$ cat config.mk
export PLATFORM = sky130hd
export DESIGN_NAME = dss_disc_status_sense_clear
export DESIGN_NICKNAME = d
export VERILOG_FILES = /design/src/rtl/dss_pkg.sv /design/src/rtl/dss_disc_status_sense_clear.sv
export SDC_FILE = /design/constraint.sdc
export NUM_CORES = 1
export LEC_CHECK = 0
export BUFFER_PORTS_ARGS = -buffer_cell sky130_fd_sc_hd__buf_2
export CORE_ASPECT_RATIO = 0.9
export CORE_MARGIN = 1
export CORE_UTILIZATION = 48
export CTS_CLUSTER_DIAMETER = 100
export CTS_CLUSTER_SIZE = 28
export DETAILED_ROUTE_END_ITERATION = 8
export HOLD_SLACK_MARGIN = 0.06
export PLACE_DENSITY = 0.76
export REMOVE_ABC_BUFFERS = 1
export SLEW_MARGIN = 20
export SYNTH_ARGS = -nofsm -noshare
export SYNTH_HDL_FRONTEND = slang
export SYNTH_SLANG_ARGS = --single-unit
$ cat constraint.sdc
create_clock -name clk_sys -period 2.5 [get_ports clk_sys]
set_clock_uncertainty 0.1 [all_clocks]
set_input_delay 0.5 -clock clk_sys [delete_from_list [all_inputs] [get_ports clk_sys]]
set_output_delay 0.5 -clock clk_sys [all_outputs]
set_load 0.005 [all_outputs]
$ cat src/rtl/dss_pkg.sv
// shared constants and carrier types for the disc status and sense block
package dss_pkg;
  // bus command bytes, parity bit ignored (low seven bits compared)
  localparam logic [6:0] CMD_UNLISTEN  = 7'h3f;
  localparam logic [6:0] CMD_UNTALK    = 7'h5f;
  localparam logic [6:0] CMD_DEVCLR    = 7'h14;
  localparam logic [6:0] LISTEN_BASE   = 7'h20;
  localparam logic [6:0] TALK_BASE     = 7'h40;
  localparam logic [6:0] SEC_BASE      = 7'h60;
  localparam logic [6:0] SEC_TARGET    = 7'h68;
  localparam logic [6:0] SEC_TARGET_B  = 7'h6a;
  localparam logic [6:0] SEC_PHYS      = 7'h6c;
  // opcodes
  localparam logic [4:0] OPC_STATUS    = 5'h03;
  localparam logic [4:0] OPC_ADDR      = 5'h14;
  localparam logic [4:0] OPC_WEAR      = 5'h16;
  localparam logic [7:0] WEAR_CTRL     = 8'h01;
  localparam logic [7:0] EXTRA_BYTE    = 8'h01;
  localparam logic [7:0] ZERO_BYTE     = 8'h00;
  // primary status codes
  localparam logic [4:0] PST_NONE      = 5'h00;
  localparam logic [4:0] PST_BADOPC    = 5'h01;
  localparam logic [4:0] PST_IOPROG    = 5'h0a;
  // completion codes
  localparam logic [1:0] CC_OK         = 2'h0;
  localparam logic [1:0] CC_ERR        = 2'h1;
  localparam logic [1:0] CC_POWERUP    = 2'h2;
  // media type and readiness encodings
  localparam logic [3:0] MT_EMPTY      = 4'h0;
  localparam logic [3:0] MT_BLANK      = 4'h5;
  localparam logic [3:0] MT_OWNFMT     = 4'h6;
  localparam logic [1:0] RDY_OK        = 2'h0;
  localparam logic [1:0] RDY_NONE      = 2'h3;
  // drive status word bit positions
  localparam int DSW_SUMERR = 15;
  localparam int DSW_TYPE   = 11;
  localparam int DSW_ATTN   = 7;
  localparam int DSW_WPROT  = 6;
  localparam int DSW_FAULT  = 5;
  localparam int DSW_FIRST  = 4;
  localparam int DSW_SEEKCK = 3;
  localparam int DSW_READY  = 0;
  // response lengths
  localparam logic [2:0] RESP_LEN      = 3'd4;
  localparam logic [2:0] RESP_LAST     = 3'd4;
  // apb register byte offsets
  localparam logic [7:0] REG_CONFIG    = 8'h00;
  localparam logic [7:0] REG_STATE     = 8'h04;
  localparam logic [7:0] REG_TARGET    = 8'h08;
  localparam logic [4:0] RST_BUSADDR   = 5'h00;

  typedef struct packed {
    logic        faultEv;     // drive hardware failure seen
    logic        seekDoneEv;  // seek finished, good or bad
    logic        seekFailEv;  // seek failed
    logic        present;     // disc inserted
    logic        connected;   // drive connected
    logic        fmtKnown;    // disc in own format
    logic        tabProtect;  // tab in protect position
    logic        wearOver;    // wear limit exceeded
    logic        speedBad;    // spindle speed bad at format
    logic [15:0] actCyl;      // actuator cylinder
    logic [7:0]  actHead;     // actuator head
    logic [31:0] wear;        // loaded-head revolutions
  } dss_drive_s;

  typedef struct packed {
    logic [7:0] data;
    logic       eoi;
    logic       valid;
  } dss_talk_s;

  typedef struct packed {
    logic       haltHs;      // stop handshake pulse
    logic       chipReset;   // bus interface chip reset pulse
    logic       recal;       // recalibrate all drives pulse
    logic       headUnload;  // unload head pulse
    logic       motorOff;    // stop motor pulse
  } dss_clr_s;
endpackage

$ cat src/rtl/dss_disc_status_sense_clear.sv
// status, sense and device clear command interpreter with apb registers
// Operation
// - summary error bit set on fault, seek check or any not-ready.
// - media type field 0000 empty, 0101 blank/unknown, 0110 own format.
// - attention set at seek end, cleared after status read.
// - write protect on tab, wear exceeded or bad format speed.
// - drive fault set on hardware failure, cleared after status read.
// - first-status flag always reads zero.
// - seek check set on failed seek, cleared after status read.
// - readiness field 00 ready, 11 no disc or no drive.
// - good status read zeroes primary status, flags, completion code.
// - bad secondary, length or opcode gives program error, code 1.
// - short read re-enables parallel poll on untalk.
// - reads past four bytes get one extra byte with eoi, 1 except 0 for wear.
// - logical address reply: cylinder two bytes, head, sector.
// - unknown sense opcode records illegal opcode, code 1.
// - physical address reply: actuator cylinder, head, zero byte.
// - wear query returns four count bytes msb first, then dummy.
// - device clear halts handshake, disables poll, resets chip, code 0.
// - device clear recalibrates, zeroes target and unit, unloads, stops.
// - device clear removes power-up completion code 2.
//
// Design decisions made here: the register addresses and the APB register port.
module dss_disc_status_sense_clear
(
  input  wire logic              clk_sys,    // 20 MHz system clock
  input  wire logic              rstn,       // sync reset, active low
  input  wire logic              psel,       // apb select
  input  wire logic              penable,    // apb access phase
  input  wire logic              pwrite,     // apb direction
  input  wire logic [7:0]        paddr,      // apb byte address
  input  wire logic [31:0]       pwdata,     // apb write data
  output logic      [31:0]       prdata,     // apb read data
  output logic                   pready,     // apb ready
  output logic                   pslverr,    // apb error
  input  wire logic [7:0]        busByte,    // byte from bus
  input  wire logic              busAtn,     // byte is a command
  input  wire logic              busStrobe,  // byte accepted, one cycle
  input  wire logic              talkTake,   // host took talk byte
  input  wire dss_pkg::dss_drive_s drv,      // drive state and events
  output dss_pkg::dss_talk_s     talk,       // byte offered to host
  output logic                   ppEnable,   // parallel poll response on
  output dss_pkg::dss_clr_s      clrOut,     // device clear pulses
  output logic [1:0]             unitSel     // selected unit
);
  import dss_pkg::*;

  typedef enum {ST_IDLE, ST_LISTEN, ST_TALK} dss_state_e;

  dss_state_e  state;
  logic [4:0]  busAddr;
  logic [4:0]  pstat;
  logic [1:0]  ccode;
  logic        attn;
  logic        fault;
  logic        seekCk;
  logic [15:0] tgtCyl;
  logic [7:0]  tgtHead;
  logic [7:0]  tgtSect;
  logic [6:0]  secReg;
  logic        secSeen;
  logic [2:0]  rxCount;
  logic [7:0]  rxByte [0:2];
  logic [7:0]  resp [0:4];
  logic [2:0]  txIdx;
  logic [2:0]  pend;
  logic        statusSent;

  localparam logic [2:0] PEND_NONE = 3'd0;
  localparam logic [2:0] PEND_STAT = 3'd1;
  localparam logic [2:0] PEND_LOG  = 3'd2;
  localparam logic [2:0] PEND_PHY  = 3'd3;
  localparam logic [2:0] PEND_WEAR = 3'd4;

  // drive status word, built live from drive inputs
  wire [3:0]  mediaType = !(drv.present && drv.connected) ? MT_EMPTY
                        : (drv.fmtKnown ? MT_OWNFMT : MT_BLANK);
  wire [1:0]  readyF = (drv.present && drv.connected) ? RDY_OK
                     : RDY_NONE;
  wire        wProt = drv.tabProtect | drv.wearOver | drv.speedBad;
  wire        sumErr = fault | seekCk | (readyF != RDY_OK);
  wire        firstF = 1'b0;
  wire [15:0] dsw = {sumErr, mediaType, 3'b000, attn, wProt, fault,
                     firstF, seekCk, 1'b0, readyF};

  // bus command decode
  wire [6:0] cmd7      = busByte[6:0];
  wire       atnStb    = busStrobe & busAtn;
  wire       dataStb   = busStrobe & ~busAtn;
  wire       myListen  = atnStb & (cmd7 == (LISTEN_BASE | {2'b00, busAddr}));
  wire       myTalk    = atnStb & (cmd7 == (TALK_BASE | {2'b00, busAddr}));
  wire       isUnl     = atnStb & (cmd7 == CMD_UNLISTEN);
  wire       isUnt     = atnStb & (cmd7 == CMD_UNTALK);
  wire       isDevClr  = atnStb & (cmd7 == CMD_DEVCLR);
  wire       isSec     = atnStb & (cmd7[6:5] == SEC_BASE[6:5]);
  wire       otherAddr = atnStb & ~isSec & ~isUnl & ~isUnt & ~isDevClr
                       & ~myListen & ~myTalk & (cmd7[6:5] != 2'b00);

  // command check when listening ends
  wire [4:0] opc      = rxByte[0][4:0];
  wire       secTgt   = (secReg == SEC_TARGET) | (secReg == SEC_TARGET_B);
  wire       secPhy   = secReg == SEC_PHYS;
  wire       secOk    = secTgt | secPhy;
  wire       opcKnown = (opc == OPC_STATUS) | (opc == OPC_ADDR)
                      | (opc == OPC_WEAR);
  wire       okStat   = secTgt & (opc == OPC_STATUS) & (rxCount == 3'd2);
  wire       okLog    = secTgt & (opc == OPC_ADDR) & (rxCount == 3'd1);
  wire       okPhy    = secPhy & (opc == OPC_ADDR) & (rxCount == 3'd1);
  wire       okWear   = secPhy & (opc == OPC_WEAR) & (rxCount == 3'd3)
                      & (rxByte[1] == WEAR_CTRL);
  wire       cmdGood  = okStat | okLog | okPhy | okWear;
  wire       evalNow  = (state == ST_LISTEN) & isUnl & secSeen
                      & (rxCount != 3'd0);
  wire       badOpc   = evalNow & secOk & ~opcKnown;
  wire       badProg  = evalNow & ~cmdGood & ~badOpc;
  wire [2:0] next_pend = okStat ? PEND_STAT : okLog ? PEND_LOG
                       : okPhy ? PEND_PHY : okWear ? PEND_WEAR
                       : PEND_NONE;

  // talk phase
  wire       talkStart = (state == ST_TALK) & isSec & (cmd7 == SEC_TARGET)
                       & (pend != PEND_NONE);
  wire       byteTaken = talk.valid & talkTake;
  wire       statDone  = byteTaken & (txIdx == RESP_LEN - 3'd1)
                       & statusSent;
  wire [7:0] unitByte  = {6'b000000, unitSel};

  // read-to-clear flags: a new event wins over the clearing read
  wire next_attn   = drv.seekDoneEv | (attn & ~statDone);
  wire next_fault  = drv.faultEv | (fault & ~statDone);
  wire next_seekCk = drv.seekFailEv | (seekCk & ~statDone);

  // apb decode; one wait state so read data comes from a flop
  wire apbAcc   = psel & penable & ~pready;
  wire hitCfg   = paddr == REG_CONFIG;
  wire hitState = paddr == REG_STATE;
  wire hitTgt   = paddr == REG_TARGET;
  wire hitAny   = hitCfg | hitState | hitTgt;
  wire apbWr    = apbAcc & pwrite & hitAny;
  wire [31:0] rdMux = hitCfg ? {27'h0, busAddr}
                    : hitState ? {pstat, 8'h00, ccode, ppEnable, dsw}
                    : hitTgt ? {tgtSect, tgtHead, tgtCyl}
                    : 32'h0;

  always_ff @(posedge clk_sys)
  begin
    if (!rstn)
    begin
      pready  <= 1'b0;
      pslverr <= 1'b0;
      prdata  <= 32'h0;
    end
    else
    begin
      pready  <= apbAcc;
      pslverr <= apbAcc & ~hitAny;
      prdata  <= (apbAcc & ~pwrite) ? rdMux : 32'h0;
    end
  end

  always_ff @(posedge clk_sys)
  begin
    if (!rstn)
      busAddr <= RST_BUSADDR;
    else if (apbWr && hitCfg)
      busAddr <= pwdata[4:0];
  end

  // stored status persists until a good status read, a device clear or a good non-status command
  always_ff @(posedge clk_sys)
  begin
    if (!rstn)
    begin
      pstat  <= PST_NONE;
      ccode  <= CC_POWERUP;
      attn   <= 1'b0;
      fault  <= 1'b0;
      seekCk <= 1'b0;
    end
    else if (isDevClr)
    begin
      pstat  <= PST_NONE;
      ccode  <= CC_OK;
      attn   <= drv.seekDoneEv;
      fault  <= drv.faultEv;
      seekCk <= drv.seekFailEv;
    end
    else
    begin
      attn   <= next_attn;
      fault  <= next_fault;
      seekCk <= next_seekCk;
      if (badOpc)
      begin
        pstat <= PST_BADOPC;
        ccode <= CC_ERR;
      end
      else if (badProg)
      begin
        if (pstat == PST_NONE)
          pstat <= PST_IOPROG;
        ccode <= CC_ERR;
      end
      else if (evalNow && !okStat)
      begin
        pstat <= PST_NONE;
        ccode <= CC_OK;
      end
      else if (statDone)
      begin
        pstat <= PST_NONE;
        ccode <= CC_OK;
      end
    end
  end

  // target address set by software, unit by status and wear commands; device clear zeroes both
  always_ff @(posedge clk_sys)
  begin
    if (!rstn || isDevClr)
    begin
      tgtCyl  <= 16'h0;
      tgtHead <= 8'h00;
      tgtSect <= 8'h00;
      unitSel <= 2'h0;
    end
    else if (apbWr && hitTgt)
    begin
      tgtCyl  <= pwdata[15:0];
      tgtHead <= pwdata[23:16];
      tgtSect <= pwdata[31:24];
    end
    else if (evalNow && okStat)
      unitSel <= rxByte[1][1:0];
    else if (evalNow && okWear)
      unitSel <= rxByte[2][1:0];
  end

  // clear pulses toward bus chip and drives
  always_ff @(posedge clk_sys)
  begin
    if (!rstn)
      clrOut <= '0;
    else
    begin
      clrOut.haltHs     <= isDevClr;
      clrOut.chipReset  <= isDevClr;
      clrOut.recal      <= isDevClr;
      clrOut.headUnload <= isDevClr;
      clrOut.motorOff   <= isDevClr;
    end
  end

  // listen, talk and command capture
  always_ff @(posedge clk_sys)
  begin
    if (!rstn || isDevClr)
    begin
      state   <= ST_IDLE;
      secReg  <= 7'h00;
      secSeen <= 1'b0;
      rxCount <= 3'd0;
      pend    <= PEND_NONE;
    end
    else
    begin
      if (myListen)
      begin
        state   <= ST_LISTEN;
        secSeen <= 1'b0;
        rxCount <= 3'd0;
      end
      else if (myTalk)
        state <= ST_TALK;
      else if (isUnl && state == ST_LISTEN)
        state <= ST_IDLE;
      else if (isUnt && state == ST_TALK)
        state <= ST_IDLE;
      else if (otherAddr)
        state <= ST_IDLE;
      if (isSec && state == ST_LISTEN)
      begin
        secReg  <= cmd7;
        secSeen <= 1'b1;
        rxCount <= 3'd0;
      end
      if (dataStb && state == ST_LISTEN && rxCount != 3'd7)
      begin
        if (rxCount < 3'd3)
          rxByte[rxCount[1:0]] <= busByte;
        rxCount <= rxCount + 3'd1;
      end
      if (evalNow)
        pend <= next_pend;
      else if (talkStart)
        pend <= PEND_NONE;
    end
  end

  // response snapshot taken when the talk secondary arrives
  always_ff @(posedge clk_sys)
  begin
    if (talkStart)
    begin
      case (pend)
        PEND_STAT:
        begin
          resp[0] <= {3'b000, pstat};
          resp[1] <= unitByte;
          resp[2] <= dsw[15:8];
          resp[3] <= dsw[7:0];
          resp[4] <= EXTRA_BYTE;
        end
        PEND_LOG:
        begin
          resp[0] <= tgtCyl[15:8];
          resp[1] <= tgtCyl[7:0];
          resp[2] <= tgtHead;
          resp[3] <= tgtSect;
          resp[4] <= EXTRA_BYTE;
        end
        PEND_PHY:
        begin
          resp[0] <= drv.actCyl[15:8];
          resp[1] <= drv.actCyl[7:0];
          resp[2] <= drv.actHead;
          resp[3] <= ZERO_BYTE;
          resp[4] <= EXTRA_BYTE;
        end
        PEND_WEAR:
        begin
          resp[0] <= drv.wear[31:24];
          resp[1] <= drv.wear[23:16];
          resp[2] <= drv.wear[15:8];
          resp[3] <= drv.wear[7:0];
          resp[4] <= ZERO_BYTE;
        end
        default:
          resp <= '{ZERO_BYTE, ZERO_BYTE, ZERO_BYTE, ZERO_BYTE, EXTRA_BYTE};
      endcase
    end
  end

  // byte sequencer; fifth byte carries eoi and ends the reply
  wire [7:0] nextData = resp[txIdx + 3'd1];
  always_ff @(posedge clk_sys)
  begin
    if (!rstn || isDevClr)
    begin
      talk       <= '0;
      txIdx      <= 3'd0;
      statusSent <= 1'b0;
    end
    else if (talkStart)
    begin
      talk.valid <= 1'b0;
      txIdx      <= 3'd7;
      statusSent <= pend == PEND_STAT;
    end
    else if (txIdx == 3'd7)
    begin
      talk.data  <= resp[0];
      talk.eoi   <= 1'b0;
      talk.valid <= 1'b1;
      txIdx      <= 3'd0;
    end
    else if (isUnt || (atnStb && state == ST_TALK))
    begin
      talk.valid <= 1'b0;
      talk.eoi   <= 1'b0;
    end
    else if (byteTaken)
    begin
      if (txIdx == RESP_LAST)
        talk.valid <= 1'b0;
      else
      begin
        talk.data <= nextData;
        talk.eoi  <= (txIdx + 3'd1) == RESP_LAST;
        txIdx     <= txIdx + 3'd1;
      end
    end
  end

  // poll response off while addressed, back on at untalk, or at unlisten when pend held no reply before that unlisten, even if the command it ends sets one
  always_ff @(posedge clk_sys)
  begin
    if (!rstn || isDevClr)
      ppEnable <= 1'b0;
    else if (myListen || myTalk)
      ppEnable <= 1'b0;
    else if (isUnt && state == ST_TALK)
      ppEnable <= 1'b1;
    else if (isUnl && state == ST_LISTEN && pend == PEND_NONE)
      ppEnable <= 1'b1;
  end

endmodule // dss_disc_status_sense_clear

==> flow_summary.rst, run 1 <==
.. list-table::
   :header-rows: 1

   * - Metric
     - Value
   * - Outcome
     - finished clean
   * - Final cycle utilization of the critical path
     - 96.6%
   * - Post-CTS repair timing setup buffer count
     - 0
   * - Area share of the leading cell type in the synthesized netlist
     - 31.9%
   * - RSZ-0062 raised after global routing
     - no
   * - Launch instance of the worst register-to-register path
     - rxCount[1]
   * - Sequential cell area fraction in the yosys report
     - a little over half
   * - Post-synthesis cell count
     - about 710
   * - Post-DR vias/cell
     - ~5.6
   * - Area of the core
     - roughly 14,000 µm²
   * - Sum of negative setup slack
     - 0 ns
   * - Reg-to-reg setup timing slack
     - roughly 0.085 ns
   * - Data required time of the critical path
     - around 2.7 ns
   * - Mapped Area
     - around 7000 µm²
   * - Synth-to-Final Area Change
     - 25.6%
   * - Startpoint Class
     - register
   * - Total of fill cells in the finished design
     - 1,193
   * - Headroom to the max-slew limit
     - 55.5%
   * - Clk Latency, worst-skew pair
     - about 0.43 ns
   * - Worst R2R Path Depth
     - 8
   * - Crit Path Max Fanout
     - 5
   * - Post-synthesis cell type with the largest combined area
     - sky130_fd_sc_hd__dfxtp_1
   * - Cell row count
     - 41
   * - Endpoint type of the worst setup path
     - register
   * - Crit path from
     - rxCount[1]
   * - CTS Buf Count
     - 17
   * - Maximum number of pins on one net before global-route repair
     - 69
   * - Total vias in the final route
     - slightly above 6,000
   * - Fin crit period
     - roughly 2.4 ns
   * - Clock root buffer
     - sky130_fd_sc_hd__clkbuf_16
   * - Synth warn
     - 0
   * - Buf/Inv on CP
     - 0
   * - GRT Overall Usage
     - 27.3%
   * - Via count of the first global-routing pass
     - approximately 5,800
   * - Final hold violation count
     - 0
   * - Global-route congestion overflow total
     - 0
   * - Initial DRC Count
     - roughly 520
   * - Post-route antenna net violation count
     - 0
   * - Depth of the critical timing path with buffers and inverters included
     - 8
   * - Timing-limited maximum frequency
     - slightly above 400 MHz
   * - Flops & latches, synth
     - 160
   * - Top-Level Pins
     - about 170
   * - Reg2reg end
     - unitSel[0]
   * - Area occupied by registers
     - approximately 3700 µm²
   * - Stage delay of the slowest cell on the critical path
     - approximately 0.44 ns
   * - Peak supply drop
     - slightly above 0.5 mV
   * - CTS tree
     - yes
   * - Most used cells in the layout excluding fill and tap cells
     - sky130_fd_sc_hd__buf_2 (172), sky130_fd_sc_hd__dfxtp_1 (111), sky130_fd_sc_hd__nand2_1 (106), sky130_fd_sc_hd__nor2_1 (54), sky130_fd_sc_hd__a21oi_1 (54)
   * - Number of enable flip-flop cells after synthesis
     - between 40 and 50
   * - Post-detail-place hpwl
     - ~14,000 µm
   * - Count of distinct cell types in the synthesized netlist
     - 65
   * - Main flop type after synthesis
     - sky130_fd_sc_hd__dfxtp_1
   * - Final core occ
     - roughly 62%
   * - Share of layout cells above drive strength 1
     - roughly 29%
   * - Type of the setup path with the least slack
     - register to register
   * - Chain of cells forming the critical path
     - ha_2 > ha_1 > or4b_1 > or4_4 > or2_4 > o22ai_1 > a31oi_1 > o21a_1
   * - Number of levels in the clock H-tree
     - 4
   * - Initial Utilization
     - around half
   * - Critical path data arrival time
     - roughly 2.6 ns
   * - End point of the critical path
     - unitSel[0]
   * - Cell types with the largest area share after synthesis
     - sky130_fd_sc_hd__dfxtp_1 (32%), sky130_fd_sc_hd__edfxtp_1 (21%), sky130_fd_sc_hd__nand2_1 (5.7%)
   * - Share of flip-flops with an asynchronous set or reset
     - 0%
   * - Power density cells
     - between 600 and 700 nW/µm²
   * - Number of setup violations in the final report
     - 0
   * - Pre-antenna DRT Iters
     - 5
   * - Total Routed Length
     - 20,200 µm
   * - Die span in y
     - 117 µm
   * - Final Wtd Congestion
     - between 1 and 1.5
   * - Crit path max-delay family
     - simple AND/OR/NAND/NOR gates
   * - Maximum count of clock buffers along a single path
     - 2
   * - Average detailed-routed wire length per instance
     - approximately 18 µm
   * - Initial antenna violation count
     - 1
   * - Horizontal extent of the die
     - 130 µm
   * - Least-Margin Pin Slew
     - around 0.66 ns
   * - Final-stage net count
     - between 1,000 and 1,500
   * - Max-slew violation count
     - 0
   * - Number of max-cap violations
     - 0
   * - Static leakage
     - 3.42 nW
   * - Number of stages on the worst hold path
     - 1
   * - Most frequent standard cell in the layout excluding fill and tap cells
     - sky130_fd_sc_hd__buf_2
   * - Count of clock tree sinks
     - 160
   * - Number of port buffers
     - 172
   * - Remaining design rule violation count
     - 0
   * - Overall Power
     - around 0.0055 W
   * - Critical-path cell with the highest stage delay
     - sky130_fd_sc_hd__or4b_1
   * - Clock transition time at the flip-flop clock pins of the worst setup and hold paths
     - 0.06 ns
   * - Average footprint of a synthesized cell
     - slightly below 10 µm²
   * - Area used by multi-input combinational logic
     - between 3000 and 4000 µm²
   * - Path category of the worst min-delay check
     - input port to register
   * - Area enclosed by the die boundary
     - 15,100 µm²
   * - Wire length of the first global-routing pass
     - a little over 30,000 µm
## power breakdown
group	switching [W]	internal, W
clock network	0.00103	0.00157
logic	0.000109	0.000102
registers	0.00000438	0.00267
total	0.00114	0.00434
## metal layers
metal,GRT usage [%],wire length [µm],vias up
met1,37.3,8650,2904
li1,-,-,2924
met2,41.7,9240,321
met5,0,0,-
met3,6.73,1760,42
met4,11.0,527,0
## stage by stage
stage | instance area (µm²) | hold WS (ns) | std cells | worst slack, ns
2_1_floorplan | 6800 | 0.332 | 666 | -0.594
3_3_place_gp | 8210 | 0.340 | 1064 | 0.150
3_5_place_dp | 8210 | 0.347 | 1064 | 0.0773
4_1_cts | 8810 | 0.134 | 1096 | 0.0505
5_1_grt | 8820 | 0.144 | 1096 | 0.0260
6_report | 8820 | 0.144 | 1097 | 0.0847
## worst min-delay path by stage
stage,start,endpoint,slack [ns]
floorplan,ccode[0],ccode[0],0.33
global placement,statusSent,statusSent,0.34
detailed placement,statusSent,statusSent,0.35
CTS,busByte[7],rxByte[1][7],0.13
global route,busByte[7],rxByte[1][7],0.14
finish,busByte[7],rxByte[1][7],0.14
## sequential cells by signal, summed over array words and instances, names as in the netlist, 2 cells and up
register	cells
txIdx	3
rxCount	3
state	2
unitSel	2
pstat	2
secReg	7
resp	33
rxByte	15
talk	10
tgtCyl	16
pend	3
ccode	2
busAddr	5
tgtSect	8
prdata	32
tgtHead	8
## Yosys cell counts, drive strengths merged (3+ instances only)
library cell,number
a31oi,4
ha,11
nand2,107
edfxtp,48
a22oi,43
mux4,7
nand4,5
or4,4
dfxtp,112
or3,3
a211oi,9
nand2b,10
a21oi,56
mux2i,22
o21a,6
o22ai,11
or2,3
nor3b,3
nor2b,18
buf,14
and2,19
nor2,55
inv,14
nand3,6
clkbuf,34
a22o,10
nor3,15
o21ai,28
xnor2,5
## cell type report
class                           count  share of cell area, %
Antenna cell                        1                 0.0284
Clock buffer                       25                   5.99
Clock inverter                      7                  0.794
Inverter                           14                  0.596
Multi-Input combinational cell    492                   34.9
Sequential cell                   160                   41.8
Tap cell                          193                   2.74
Timing Repair Buffer              205                   13.1
## logic make-up after synthesis
kind of cell	Yosys count	synth area share, %
compound gates	183	16.9
xor+xnor	6	0.748
fa+ha+maj	11	1.96
buf+inv	62	3.99
flops	160	52.4
mux	30	5.54
simple gates	262	18.4
## what timing repair did
action / CTS / global route
setup endpoints to repair: 0 / 4
gates resized for setup: 0 / 3
hold buffers: 0 / 0
endpoints found under the hold margin: 0 / 0
Power figures use the tool's default switching activity.
==> run 2: changes to the inputs <==
--- a/config.mk
+++ b/config.mk
@@ -8,8 +8,8 @@
 export BUFFER_PORTS_ARGS = -buffer_cell sky130_fd_sc_hd__buf_2
 export CORE_ASPECT_RATIO = 0.9
 export CORE_MARGIN = 1
-export CORE_UTILIZATION = 48
-export CTS_CLUSTER_DIAMETER = 100
+export CORE_UTILIZATION = 50
+export CTS_CLUSTER_DIAMETER = 150
 export CTS_CLUSTER_SIZE = 28
 export DETAILED_ROUTE_END_ITERATION = 8
 export HOLD_SLACK_MARGIN = 0.06
==> constraint.sdc (replaced) <==
create_clock -name clk_sys -period 3.05 [get_ports clk_sys]
set_clock_uncertainty 0.1 [all_clocks]
set_input_delay 0.61 -clock clk_sys [delete_from_list [all_inputs] [get_ports clk_sys]]
set_output_delay 0.61 -clock clk_sys [all_outputs]
set_load 0.005 [all_outputs]
==> run 2 against run 1 <==
Global-route usage down 0.85 points. Wire length down 5.6%. Maximum frequency down 5.5%. Die area down 3.9%. Critical endpoint unchanged. Worst hold slack better by 0.12 ns. Total power down 19%. Setup slack better by 0.41 ns. Clock-buffer cell count down 4. Critical path depth unchanged. Utilization up 1.3 points. Highest routed layer is now met5. Cell area down 2.5%.
==> flow_summary.rst, run 2 (synthesis gave the netlist of run 1 again) <==
.. list-table::
   :header-rows: 1

   * - Metric
     - Value
   * - Critical path data arrival time
     - 2.77 ns (+0.13 ns)
   * - Die span in y
     - 114 µm (-2.0%)
   * - Via count of the first global-routing pass
     - 5,620 (-2.4%)
   * - Worst R2R Path Depth
     - 8 (unchanged)
   * - Max-slew violation count
     - 0 (unchanged)
   * - Antenna Diode Count
     - 0 (-1)
   * - Final-stage net count
     - 1,006 (-1.6%)
   * - Number of port buffers
     - 172 (unchanged)
   * - Min-Delay Endpoint
     - rxByte[1][7]
   * - Post-place instance area
     - 8010 µm² (-2.5%)
   * - Type of the setup path with the least slack
     - register to register
   * - Initial DRC Count
     - 440 (-15%)
   * - Number of buffers added to fix hold violations after cts
     - 0 (unchanged)
   * - Top-Level Pins
     - 173 (unchanged)
   * - Reg-to-reg setup timing slack
     - 0.49 ns (+0.41 ns)
   * - Post-route antenna net violation count
     - 0 (unchanged)
   * - Clk Latency, worst-skew pair
     - 0.43 ns (about the same)
   * - Share of layout cells above drive strength 1
     - 27.4% (-1.3 points)
   * - Clock transition time at the flip-flop clock pins of the worst setup and hold paths
     - 0.06 ns (about the same)
   * - Total vias in the final route
     - 6,104 (-1.4%)
   * - Chain of cells forming the critical path
     - ha_1 > ha_1 > or4b_1 > or4_4 > or2_4 > o22ai_1 > a31oi_1 > o21a_1
   * - Initial antenna violation count
     - 1 (unchanged)
   * - Data required time of the critical path
     - 3.27 ns (+0.55 ns)
   * - Remaining design rule violation count
     - 0 (unchanged)
   * - CTS tree
     - yes
   * - CTS Buf Count
     - 17 (unchanged)
   * - Wire length of the first global-routing pass
     - 29,000 µm (-4.9%)
   * - Count of instances resized after the clock tree is built
     - 0 (unchanged)
   * - GRT Overall Usage
     - 26.4% (-0.85 points)
   * - Critical-path cell with the highest stage delay
     - sky130_fd_sc_hd__or4b_1
   * - Fin crit period
     - 2.56 ns (+0.142 ns)
   * - Cell row count
     - 40 (-2.4%)
   * - Headroom to the max-slew limit
     - 37.9% (-18 points)
   * - Number of setup violations in the final report
     - 0 (unchanged)
   * - Reg2reg end
     - unitSel[0]
   * - Global-route congestion overflow total
     - 0 (unchanged)
   * - Endpoint type of the worst setup path
     - register
   * - Post-layout instance area
     - 8600 µm² (-2.5%)
   * - Area occupied by registers
     - 3680 µm² (about the same)
   * - Count of clock tree sinks
     - 160 (unchanged)
   * - Synth-to-Final Area Change
     - 22.4%
   * - Final cycle utilization of the critical path
     - 83.8% (-13 points)
   * - Number of max-cap violations
     - 0 (unchanged)
   * - Outcome
     - finished clean
   * - Total Routed Length
     - 19,100 µm (-5.6%)
   * - Maximum number of pins on one net before global-route repair
     - 69 (unchanged)
   * - Number of stages on the worst hold path
     - 1 (unchanged)
   * - Largest register FFs
     - 33 (unchanged)
   * - Total of fill cells in the finished design
     - 1,130 (-5.3%)
   * - Fin worst setup slack
     - 0.493 ns (+0.408 ns)
   * - Least-Margin Pin Slew
     - 0.927 ns (+0.262 ns)
   * - Post-detail-place hpwl
     - 13,400 µm (-4.7%)
   * - Area enclosed by the die boundary
     - 14,500 µm² (-3.9%)
   * - Pre-antenna DRT Iters
     - 5 (unchanged)
   * - Min-delay src
     - busByte[7]
   * - Maximum count of clock buffers along a single path
     - 2 (unchanged)
   * - RSZ-0062 raised after global routing
     - no
   * - Clock root buffer
     - sky130_fd_sc_hd__clkbuf_16
   * - Post-CTS repair timing setup buffer count
     - 0 (unchanged)
   * - Static leakage
     - 3.33 nW (-2.7%)
   * - Horizontal extent of the die
     - 127 µm (-2.0%)
   * - Timing-limited maximum frequency
     - 391 MHz (-5.5%)
   * - Peak supply drop
     - 0.409 mV (-20%)
   * - Post-DR vias/cell
     - 5.79 (+2.5%)
   * - Register with the most flip-flops
     - resp
   * - Stage delay of the slowest cell on the critical path
     - 0.46 ns (+0.02 ns)
   * - Path category of the worst min-delay check
     - input port to register
   * - Minimum setup slack after placement
     - 0.453 ns (+0.376 ns)
   * - Number of levels in the clock H-tree
     - 4 (unchanged)
   * - Power density cells
     - 519 nW/µm² (-16%)
   * - Most frequent standard cell in the layout excluding fill and tap cells
     - sky130_fd_sc_hd__buf_2
   * - Area used by multi-input combinational logic
     - 3070 µm² (-0.28%)
   * - Final hold violation count
     - 0 (unchanged)
   * - Launch instance of the worst register-to-register path
     - rxCount[1]
   * - Most used cells in the layout excluding fill and tap cells
     - sky130_fd_sc_hd__buf_2 (172), sky130_fd_sc_hd__dfxtp_1 (112), sky130_fd_sc_hd__nand2_1 (106), sky130_fd_sc_hd__nor2_1 (54), sky130_fd_sc_hd__a21oi_1 (54)
   * - Startpoint Class
     - register
   * - Top flop regs
     - resp: 33 flops, prdata: 32 flops, tgtCyl: 16 flops
   * - Average detailed-routed wire length per instance
     - 18.1 µm (-1.8%)
   * - Area of the core
     - 13,500 µm² (-4.6%)
   * - Most repeated library cell on the critical path
     - sky130_fd_sc_hd__ha_1
   * - Initial Utilization
     - 52.0% (+2.4 points)
   * - Crit Path Max Fanout
     - 5 (unchanged)
   * - Final Wtd Congestion
     - 0.857 (-15%)
## run 2: changes by cell type in the layout (fill, tap and decap cells not counted), moves of 2 or more
cell / change
sky130_fd_sc_hd__inv_6: +2
sky130_fd_sc_hd__buf_4: -12
sky130_fd_sc_hd__buf_12: -4
sky130_fd_sc_hd__clkbuf_1: -3
## run 2: layout make-up
type                       instances  area share, %
tap                              168           2.44
sequential                       160           42.8
clock inverter                    11           1.15
clock buffer                      21           5.72
multi-input combinational        492           35.7
timing repair buffer             189           11.5
inverter                          14          0.611
## run 2: per-stage QoR
step / cells / TNS [ns] / utilization (%) / hold WS [ns] / power, W
after floorplan: 666 / -1.88 / - / 0.332 / 0.00227
after global placement: 1023 / 0 / 59.3 / 0.343 / 0.00239
after detailed placement: 1023 / 0 / 59.3 / 0.352 / 0.00239
after CTS: 1055 / 0 / 63.6 / 0.249 / 0.00448
after global routing: 1055 / 0 / 63.6 / 0.250 / 0.00458
final: 1055 / 0 / 63.6 / 0.259 / 0.00446
## run 2: how the worst max path moves through the flow
| stage | startpoint | endpoint | cells after the start |
|---|---|---|---|
| 3_5_place_dp | paddr[5] | tgtHead[2] | 7 |
| 6_report | rxCount[1] | unitSel[0] | 8 |
| 5_1_grt | rxCount[0] | unitSel[1] | 8 |
| 3_3_place_gp | paddr[5] | unitSel[0] | 7 |
| 2_1_floorplan | busAtn | rxByte[1][0] | 5 |
| 4_1_cts | rxCount[0] | unitSel[0] | 8 |
## run 2: where the power goes
| part | total (W) | internal [W] | switching [W] | leakage [nW] |
|---|---|---|---|---|
| clock network | 0.00211 | 0.00124 | 0.000873 | 0.295 |
| registers | 0.00219 | 0.00218 | 0.00000400 | 1.28 |
| logic | 0.000159 | 0.0000740 | 0.0000848 | 1.76 |
## run 2: worst max-delay path, delay by kind of cell (launching register included)
| kind | cells | cell delay [ns] |
|---|---|---|
| and+or+nand+nor | 3 | 1.17 |
| DFF | 1 | 0.42 |
| adders and majority gates | 2 | 0.35 |
| AOI/OAI and AO/OA | 3 | 0.41 |
## run 2: routing by layer
| metal | track usage (%) | wire (µm) | up-vias |
|---|---|---|---|
| li1 | - | - | 2889 |
| met1 | 36.6 | 8430 | 2911 |
| met2 | 40.8 | 8690 | 273 |
| met3 | 6.78 | 1550 | 29 |
| met4 | 8.25 | 381 | 2 |
| met5 | 0 | 10 | - |
